===== src/design/skew_consts.vh =====
`ifndef SKEW_CONSTS_VH
`define SKEW_CONSTS_VH
`define COARSE_SKEW_ADDR 4'hE
`define FINE_SKEW_ADDR 4'hF
`define COARSE_SKEW_RESET 16'h07FF
`define FINE_SKEW_RESET 16'h007F
`define INPUT_SELECT_BIT 15
`define DIRECTION_BIT 14
`define COARSE_MSB 13
`define COARSE_LSB 11
`define FINE_MSB 15
`define FINE_LSB 7
`define COARSE_STEP_FS 20'h04E20
`define FINE_STEP_FS 20'h00064
`define RESTART_LATENCY 4'h3
`endif


===== src/design/sync2.v =====
`timescale 1ns/100ps
module sync2
(
  input wire clk_in,
  input wire rst_b_in,
  input wire d_in,
  output reg q_out
);
  reg stage1;
  always @(posedge clk_in)
  begin
    if (!rst_b_in)
    begin
      stage1 <= 1'b0;
      q_out <= 1'b0;
    end
    else
    begin
      stage1 <= d_in;
      q_out <= stage1;
    end
  end
endmodule


===== src/design/interleave_skew_and_output_data_clock_resync.v =====
`timescale 1ns/100ps
`include "skew_consts.vh"
module interleave_skew_and_output_data_clock_resync
(
  input wire clk_in,
  input wire rst_b_in,
  input wire reg_write_in,
  input wire [3:0] reg_addr_in,
  input wire [15:0] reg_data_in,
  input wire interleave_enable_in,
  input wire auto_phase_align_in,
  input wire sample_clock_in,
  input wire output_clock_resync_in,
  input wire double_rate_in,
  input wire output_edge_in,
  input wire calibration_running_in,
  output reg route_q_input_out,
  output reg interleave_active_out,
  output reg delay_q_channel_out,
  output reg [19:0] i_skew_fs_out,
  output reg [19:0] q_skew_fs_out,
  output reg output_data_clock_out,
  output reg resync_misuse_out
);
  reg [15:0] interleave_coarse_skew;
  reg [15:0] interleave_fine_skew;
  localparam ST_RUN = 4'b0001;
  localparam ST_HOLD = 4'b0010;
  localparam ST_ARM = 4'b0100;
  localparam ST_WAIT = 4'b1000;

  reg sclk_prev;
  reg [3:0] state;
  reg [3:0] next_state;
  reg [3:0] restart_count;
  reg [3:0] next_count;
  reg div_phase;
  reg next_div_phase;
  reg next_clock;
  reg [19:0] next_i_skew;
  reg [19:0] next_q_skew;
  wire sclk_s;
  wire resync_s;
  wire sclk_fall;
  wire [2:0] coarse_skew_magnitude;
  wire [8:0] fine_skew_magnitude;
  wire interleave_input_select;
  wire skew_direction_select;
  wire [19:0] coarse_fs;
  wire [19:0] fine_fs;
  wire [19:0] total_fs;
  wire hold_level;

  sync2 sclk_sync
  (
    .clk_in(clk_in),
    .rst_b_in(rst_b_in),
    .d_in(sample_clock_in),
    .q_out(sclk_s)
  );

  sync2 resync_sync
  (
    .clk_in(clk_in),
    .rst_b_in(rst_b_in),
    .d_in(output_clock_resync_in),
    .q_out(resync_s)
  );

  always @(posedge clk_in)
  begin
    if (!rst_b_in)
    begin
      interleave_coarse_skew <= `COARSE_SKEW_RESET;
      interleave_fine_skew <= `FINE_SKEW_RESET;
    end
    else if (reg_write_in)
    begin
      if (reg_addr_in == `COARSE_SKEW_ADDR)
        interleave_coarse_skew <= reg_data_in;
      if (reg_addr_in == `FINE_SKEW_ADDR)
        interleave_fine_skew <= reg_data_in;
    end
  end

  assign interleave_input_select = interleave_coarse_skew[`INPUT_SELECT_BIT];
  assign skew_direction_select = interleave_coarse_skew[`DIRECTION_BIT];
  assign coarse_skew_magnitude = interleave_coarse_skew[`COARSE_MSB:`COARSE_LSB];
  assign fine_skew_magnitude = interleave_fine_skew[`FINE_MSB:`FINE_LSB];
  // skew in femtoseconds
  assign coarse_fs = coarse_skew_magnitude * `COARSE_STEP_FS;
  assign fine_fs = fine_skew_magnitude * `FINE_STEP_FS;
  assign total_fs = (auto_phase_align_in || !interleave_enable_in) ? 20'h00000 :
                    coarse_fs + fine_fs;

  // only the chosen channel carries the skew, the other stays undelayed
  always @*
  begin
    if (skew_direction_select)
    begin
      next_i_skew = 20'h00000;
      next_q_skew = total_fs;
    end
    else
    begin
      next_i_skew = total_fs;
      next_q_skew = 20'h00000;
    end
  end

  always @(posedge clk_in)
  begin
    if (!rst_b_in)
    begin
      route_q_input_out <= 1'b0;
      interleave_active_out <= 1'b0;
      delay_q_channel_out <= 1'b0;
      i_skew_fs_out <= 20'h00000;
      q_skew_fs_out <= 20'h00000;
    end
    else
    begin
      interleave_active_out <= interleave_enable_in;
      route_q_input_out <= interleave_enable_in & interleave_input_select;
      delay_q_channel_out <= skew_direction_select;
      i_skew_fs_out <= next_i_skew;
      q_skew_fs_out <= next_q_skew;
    end
  end

  assign sclk_fall = ~sclk_s & sclk_prev;
  // held level: sdr follows edge select, ddr holds the opposite
  assign hold_level = double_rate_in ? ~output_edge_in : output_edge_in;

  always @*
  begin
    next_state = state;
    next_count = restart_count;
    next_div_phase = div_phase;
    next_clock = output_data_clock_out;
    if (resync_s)
    begin
      // hold at once, whatever phase; this can cut a pulse short
      next_state = ST_HOLD;
      next_count = 4'h0;
      next_clock = hold_level;
    end
    else
    begin
      case (state)
        ST_HOLD:
        begin
          next_state = ST_ARM;
          next_clock = hold_level;
        end
        ST_ARM:
        begin
          next_clock = hold_level;
          if (sclk_fall)
          begin
            next_state = ST_WAIT;
            next_div_phase = 1'b0;
            next_count = `RESTART_LATENCY;
          end
        end
        ST_WAIT:
        begin
          next_clock = hold_level;
          next_count = restart_count - 4'h1;
          if (restart_count == 4'h1)
            next_state = ST_RUN;
        end
        ST_RUN:
        begin
          if (sclk_fall)
          begin
            next_div_phase = ~div_phase;
            if (double_rate_in || div_phase)
              next_clock = ~output_data_clock_out;
          end
        end
        default:
        begin
          next_state = ST_RUN;
        end
      endcase
    end
  end

  always @(posedge clk_in)
  begin
    if (!rst_b_in)
    begin
      sclk_prev <= 1'b0;
      state <= ST_RUN;
      restart_count <= 4'h0;
      div_phase <= 1'b0;
      output_data_clock_out <= 1'b0;
      resync_misuse_out <= 1'b0;
    end
    else
    begin
      sclk_prev <= sclk_s;
      state <= next_state;
      restart_count <= next_count;
      div_phase <= next_div_phase;
      output_data_clock_out <= next_clock;
      resync_misuse_out <= resync_s & calibration_running_in;
    end
  end
endmodule


===== config.mk =====
export PLATFORM = sky130hd
export DESIGN_NAME = interleave_skew_and_output_data_clock_resync
export DESIGN_NICKNAME = d
export VERILOG_FILES = /design/src/design/sync2.v /design/src/design/interleave_skew_and_output_data_clock_resync.v
export VERILOG_INCLUDE_DIRS = /design/src /design/src/design
export SDC_FILE = /design/constraint.sdc
export NUM_CORES = 1
export LEC_CHECK = 0
export BUFFER_PORTS_ARGS = -buffer_cell sky130_fd_sc_hd__buf_2
export CAP_MARGIN = 15
export CORE_MARGIN = 2
export CORE_UTILIZATION = 50
export DETAILED_ROUTE_END_ITERATION = 16
export PLACE_DENSITY = 0.73
export SKIP_LAST_GASP = 1
export SLEW_MARGIN = 20
export SYNTH_ARGS = -nofsm -noshare
export SYNTH_HDL_FRONTEND = slang
export SYNTH_HIERARCHICAL = 1
export SYNTH_SLANG_ARGS = --single-unit

===== constraint.sdc =====
create_clock -name clk_in -period 7.2 [get_ports clk_in]
set_clock_uncertainty 0.05 [all_clocks]
set_input_delay 0.72 -clock clk_in [delete_from_list [all_inputs] [get_ports clk_in]]
set_output_delay 0.72 -clock clk_in [all_outputs]
set_load 0.02 [all_outputs]

# Word-level counts from Yosys, hierarchy flattened
# Index checks and enable logic that the tools add are counted.
word_totals:
  inputBits: 30
  ff_bits: 91
  out_inout_bits: 45
op_classes:
  mux: 15
  bitwise_logic: 10
  add_sub_neg: 2
  reduce_logical: 17
  n_eq_ne: 15
  mul: 2
ops:
  columns: ["operator", "count"]
  rows:
  - ["$add A18 B16 Y19", 1]
  - ["$mux W19", 1]
  - ["$pmux W4 S4", 1]
  - ["$mul A9 B5 Y14 const B", 1]
  - ["$mul A3 B10 Y13 const B", 1]
  - ["$eq A4 B4 Y1 const B", 3]
  - ["$mux W4", 3]
  - ["$ne A3 B2 Y1 const B", 4]
  - ["$reduce_and A3 Y1", 3]
  - ["$eq A4 B1 Y1 const B", 2]
  - ["$pmux W4 S2", 1]
  - ["$reduce_and A2 Y1", 4]
  - ["$not A1 Y1", 7]
  - ["$mux W1", 6]
  - ["$ne A2 B2 Y1 const B", 3]
  - ["$eq A4 B2 Y1 const B", 1]
  - ["$eq A4 B3 Y1 const B", 1]
  - ["$pmux W1 S2", 2]
  - ["$reduce_and A4 Y1", 1]
  - ["$reduce_bool A2 Y1", 2]
  - ["$reduce_or A2 Y1", 2]
  - ["$sub A4 B1 Y4 const B", 1]
  - ["$and A1 B1 Y1", 3]
  - ["$reduce_bool A3 Y1", 1]
  - ["other kinds (5)", 6]

# Logic depth before layout (Yosys ltp)
depth:
  word_depth: 5
  ltp_mapped: 17
  ltp_nobuf: 17

# Hierarchy
# The synthesis kept the hierarchy.
modules_own_cells:
  columns: ["module", "area_each_um2", "cells_per_inst", "n_inst"]
  rows:
  - ["interleave_skew_and_output_data_clock_resync", 3791.1, 410, 1]
  - ["sync2", 52.6, 4, 2]

# Least setup slack after synthesis
# Ideal clock, no wire load.
synth_path:
  kind: "register -> register"
  startpoint: "register interleave_fine_skew[10]"
  endpoint: "register i_skew_fs_out[14]"
  arrival_time_ns: 3.807
  path_stages_with_launch: 17
  n_path_buf: 1
  setup_ns: 0.125
  required_time_ns: 7.025
  setup_slack_ns: 3.218
  path_cell_list: "dfxtp_1 -> ha_1 -> ha_1 -> fa_1 -> ha_1 -> nor2b_1 -> o21a_1 -> o21ai_1 -> nand2_1 -> o311ai_1 -> ha_1 -> clkbuf_1 -> o21a_1 -> o221a_1 -> a311oi_1 -> xor2_1 -> nor2_1"
synth_between:
  elab_chain_len: 3
synth_lines:
  columns: ["item", "line_no", "text"]
  rows:
  - ["start, declared", "interleave_skew_and_output_data_clock_resync.v:26", "reg [15:0] interleave_fine_skew;"]
  - ["start signal, assigned", "interleave_skew_and_output_data_clock_resync.v:75", "interleave_fine_skew <= `FINE_SKEW_RESET;"]
  - ["start signal, assigned", "interleave_skew_and_output_data_clock_resync.v:82", "interleave_fine_skew <= reg_data_in;"]
  - ["$mul A9 B5 Y14 (no source line)", null, null]
  - ["$add A18 B16 Y19", "interleave_skew_and_output_data_clock_resync.v:94", "coarse_fs + fine_fs;"]
  - ["$mux W19", "interleave_skew_and_output_data_clock_resync.v:93", "assign total_fs = (auto_phase_align_in || !interleave_enable_in) ? 20'h00000 :"]
  - ["end signal, assigned", "interleave_skew_and_output_data_clock_resync.v:126", "i_skew_fs_out <= next_i_skew;"]
  - ["end, declared", "interleave_skew_and_output_data_clock_resync.v:20", "output reg [19:0] i_skew_fs_out,"]
# No other way between the ends.
# A chain may end at the register's enable or synchronous reset.

# Final worst setup path
layout_path:
  startpoint: "register interleave_fine_skew[9]"
  endpoint: "register i_skew_fs_out[14]"
# Same word-level chain as after synthesis.

==> run metrics <==
area taken by flip-flops and latches=1341 sq um; most common cell type on the critical path=sky130_fd_sc_hd__ha_1; worst max-slew margin expressed relative to the limit=0.4999; Crit Path Category=reg2reg; area of the die=8515 sq um; Skew-Pair Late Insertion Delay=340 ps; final-report max-slew violation count=0; met2 Resource Use GR=0.2917; layout-stage area growth over the synthesis result=14.35%; highest fanout seen on the critical path=7; global-route met1 utilization=0.2400; busiest grt layer=met2; number of port buffers=61; netlist area before placement=3896 sq um; detailed placement HPWL=5.891 mm; via count of the first global-routing pass=2786; required arrival time at the worst endpoint=7380 ps; cell with the largest stage delay on the worst path=sky130_fd_sc_hd__fa_1; sequential element share of the synthesized area=0.3443; Core Region=7647 sq um; final non-filler cell total=586; die outline width=92.28 um; final WL=7.474 mm; routability congestion estimate from global placement=0.8139; largest net degree at the start of global routing=30; final setup violating endpoints=0; net load switching power=175.8 uW; Post-CTS Resized=0; static power due to leakage=0.002241 uW; Yosys top cell by area=sky130_fd_sc_hd__dfxtp_1; RSZ-0062 raised after global routing=false; combinational power share=0.066; hold-fix buffer count after cts=0; net switching fraction of the power=0.2377; Slew @ Worst Pin=744.4 ps; total congestion overflow=0; maxcap violations=0; Data arrival, critical path=4460 ps; Cells on Worst Hold Path=1; Yosys warning total=6; total iterations of the first detailed-routing run=7; Antenna Cells=0; FILL cells=661; total setup buffers inserted after CTS=0; kind of start point of the critical path=flip-flop; worst supply voltage drop on vdd=0.1467 mV; area share of the leading cell type in the synthesized netlist=0.3443; cell count of the worst reg-to-reg path=15; Critical Path End Type=flip-flop; number of enable-type register cells in the synthesized netlist=0; share of cells above drive strength 1=0.1653; drc violations=0; Flop pwr share=0.512; die extent in y=92.28 um; global-route usage over all layers=0.1850; synthesized area per cell=9.321 sq um; final total power=739.6 uW; number of distinct library cells after synthesis=51; met3 track utilization from global routing=0.03698; Initial Util=0.5095; Int Pwr=563.8 uW; initial detailed-routing violation count=99; maximum cell stage delay along the critical path=460 ps; via count=2945; multi-input combinational cell area=2360 sq um; H-tree depth=3; largest cells by area after synthesis=sky130_fd_sc_hd__dfxtp_1 34%, sky130_fd_sc_hd__ha_1 16%, sky130_fd_sc_hd__mux2i_1 4.9%; clk slew on worst S/H paths=80 ps; cell chosen for the clock root=sky130_fd_sc_hd__clkbuf_8; proportion of register bits with asynchronous set or reset after synthesis=0; sequence of cells on the critical path=ha_1 -> ha_1 -> fa_1 -> ha_1 -> nor2b_1 -> o21a_1 -> o21ai_1 -> nand2_1 -> o311ai_1 -> ha_1 -> o21a_1 -> o221a_1 -> a311oi_1 -> xor2_1 -> nor2_1; flip-flop cell with the highest count after synthesis=sky130_fd_sc_hd__dfxtp_1; result of the run=complete, no violations; first-pass GRT wire length=12.51 mm; post-synthesis register bit count=67; number of antenna violations at the first check in global routing=0; Gate Count Post-Synth=418; post-route fraction of the period consumed by the critical path=0.5951; CTS buffer count=9; Min-Delay Path Class=reg2reg; clock sinks=67; post-detailed-route wirelength per cell=12.75 um; TritonCTS clock tree=done; site row count=32; final count of hold timing violations=0; clock power share=0.423; I/O Pins=75; post-layout minimum cycle time=4285 ps; NumNets Final=566; cell total after placement=570; Vias per Instance=5.026; PwrDens=166.0 nW/um^2; Max Clk Rate=233.4 MHz; setup TNS=0 ps; maximum buffer depth of the clock tree=2; final antenna-violating net count=0
[kinds of logic after synthesis]
kind of cell | synth area share
buffers and inverters | 0.05491
AO/OA/AOI/OAI | 0.1079
adder cells (fa/ha/maj) | 0.1985
AND/OR/NAND/NOR | 0.1952
other | 0.0009625
multiplexers | 0.04881
XOR/XNOR | 0.04945
flip-flops | 0.3443
[cell usage in the layout, fill, tap and decap left out, types with 3 or more instances in the layout]
master,instances
sky130_fd_sc_hd__a21o_1,6
sky130_fd_sc_hd__nand3b_1,3
sky130_fd_sc_hd__fa_1,8
sky130_fd_sc_hd__nand2_1,15
sky130_fd_sc_hd__dfxtp_1,67
sky130_fd_sc_hd__o21ai_0,5
sky130_fd_sc_hd__a211oi_1,6
sky130_fd_sc_hd__buf_2,61
sky130_fd_sc_hd__o21a_1,4
sky130_fd_sc_hd__clkbuf_8,10
sky130_fd_sc_hd__nor2b_1,20
sky130_fd_sc_hd__xnor2_1,10
sky130_fd_sc_hd__nor3_1,11
sky130_fd_sc_hd__mux2i_1,19
sky130_fd_sc_hd__nand3_1,8
sky130_fd_sc_hd__and3_1,6
sky130_fd_sc_hd__nor3b_1,4
sky130_fd_sc_hd__xor2_1,12
sky130_fd_sc_hd__ha_1,49
sky130_fd_sc_hd__conb_1,6
sky130_fd_sc_hd__o21ai_1,8
sky130_fd_sc_hd__inv_1,32
sky130_fd_sc_hd__o31ai_1,3
sky130_fd_sc_hd__nand2b_1,9
sky130_fd_sc_hd__a21oi_1,16
sky130_fd_sc_hd__and2_1,17
sky130_fd_sc_hd__nor2_1,36
[area by class of cell]
type	instances	share of cell area
inverters	32	0.02696
clock inverters	6	0.01432
repair buffers	61	0.06852
clock buffers	10	0.03089
multi-input cells	308	0.5296
flip-flops and latches	67	0.3010
well taps	102	0.02864
[critical path, delay by kind of cell, from the launching register on]
kind | cells | cell delay [ps]
DFF | 1 | 430
adders and majority gates | 5 | 1790
xor gates and xnor gates | 1 | 240
AOI/OAI and AO/OA | 6 | 1360
and+or+nand+nor | 3 | 310
[flip-flops by register name (all words and copies together) (netlist names), 4 cells and up]
signal	flops
i_skew_fs_out	17
q_skew_fs_out	17
interleave_fine_skew	9
interleave_coarse_skew	5
restart_count	4
state	4
[metrics by stage]
| step | area, sq um | utilization | setup slack (ps) | hold WS [ps] |
|---|---|---|---|---|
| after floorplan | 3915 | - | 3218 | 355.7 |
| after global placement | 4254 | 0.5563 | 2971 | 359.9 |
| after detailed placement | 4254 | 0.5563 | 2920 | 366.6 |
| after CTS | 4456 | 0.5826 | 2899 | 382.9 |
| after global routing | 4456 | 0.5826 | 2571 | 394.9 |
| final | 4456 | 0.5826 | 2915 | 377.9 |
[power groups by stage]
stage	logic [uW]	clock network (uW)	registers, uW
floorplan	34.8	0	387
global placement	47.1	0	387
detailed placement	48.1	0	387
CTS	48.9	320	378
global route	54.8	337	379
finish	48.5	313	378
[cells in the mapped netlist, types with 8 or more instances]
master	n
sky130_fd_sc_hd__inv_1	32
sky130_fd_sc_hd__and2_1	17
sky130_fd_sc_hd__nor3_1	11
sky130_fd_sc_hd__xor2_1	12
sky130_fd_sc_hd__nand3_1	8
sky130_fd_sc_hd__nand2_1	15
sky130_fd_sc_hd__o21ai_1	8
sky130_fd_sc_hd__xnor2_1	10
sky130_fd_sc_hd__fa_1	8
sky130_fd_sc_hd__nor2_1	36
sky130_fd_sc_hd__nand2b_1	9
sky130_fd_sc_hd__ha_1	49
sky130_fd_sc_hd__nor2b_1	20
sky130_fd_sc_hd__mux2i_1	19
sky130_fd_sc_hd__a21oi_1	16
sky130_fd_sc_hd__dfxtp_1	67
[worst paths after layout]
check                                from                 to  slack (ps)
setup / recovery  interleave_fine_skew[9]  i_skew_fs_out[14]        2920
hold / removal         resync_sync/stage1  resync_sync/q_out         380
setup reg to reg  interleave_fine_skew[9]  i_skew_fs_out[14]        2920
hold reg to reg        resync_sync/stage1  resync_sync/q_out         380
[routing by layer]
layer	wire (um)	part of all wire	vias to the layer above
li1	-	-	1543
met1	3537	0.47	1315
met5	0	0	-
met3	277	0.037	18
met2	3394	0.45	69
met4	265	0.035	0
Note: power is estimated with default switching activity, not from simulation.
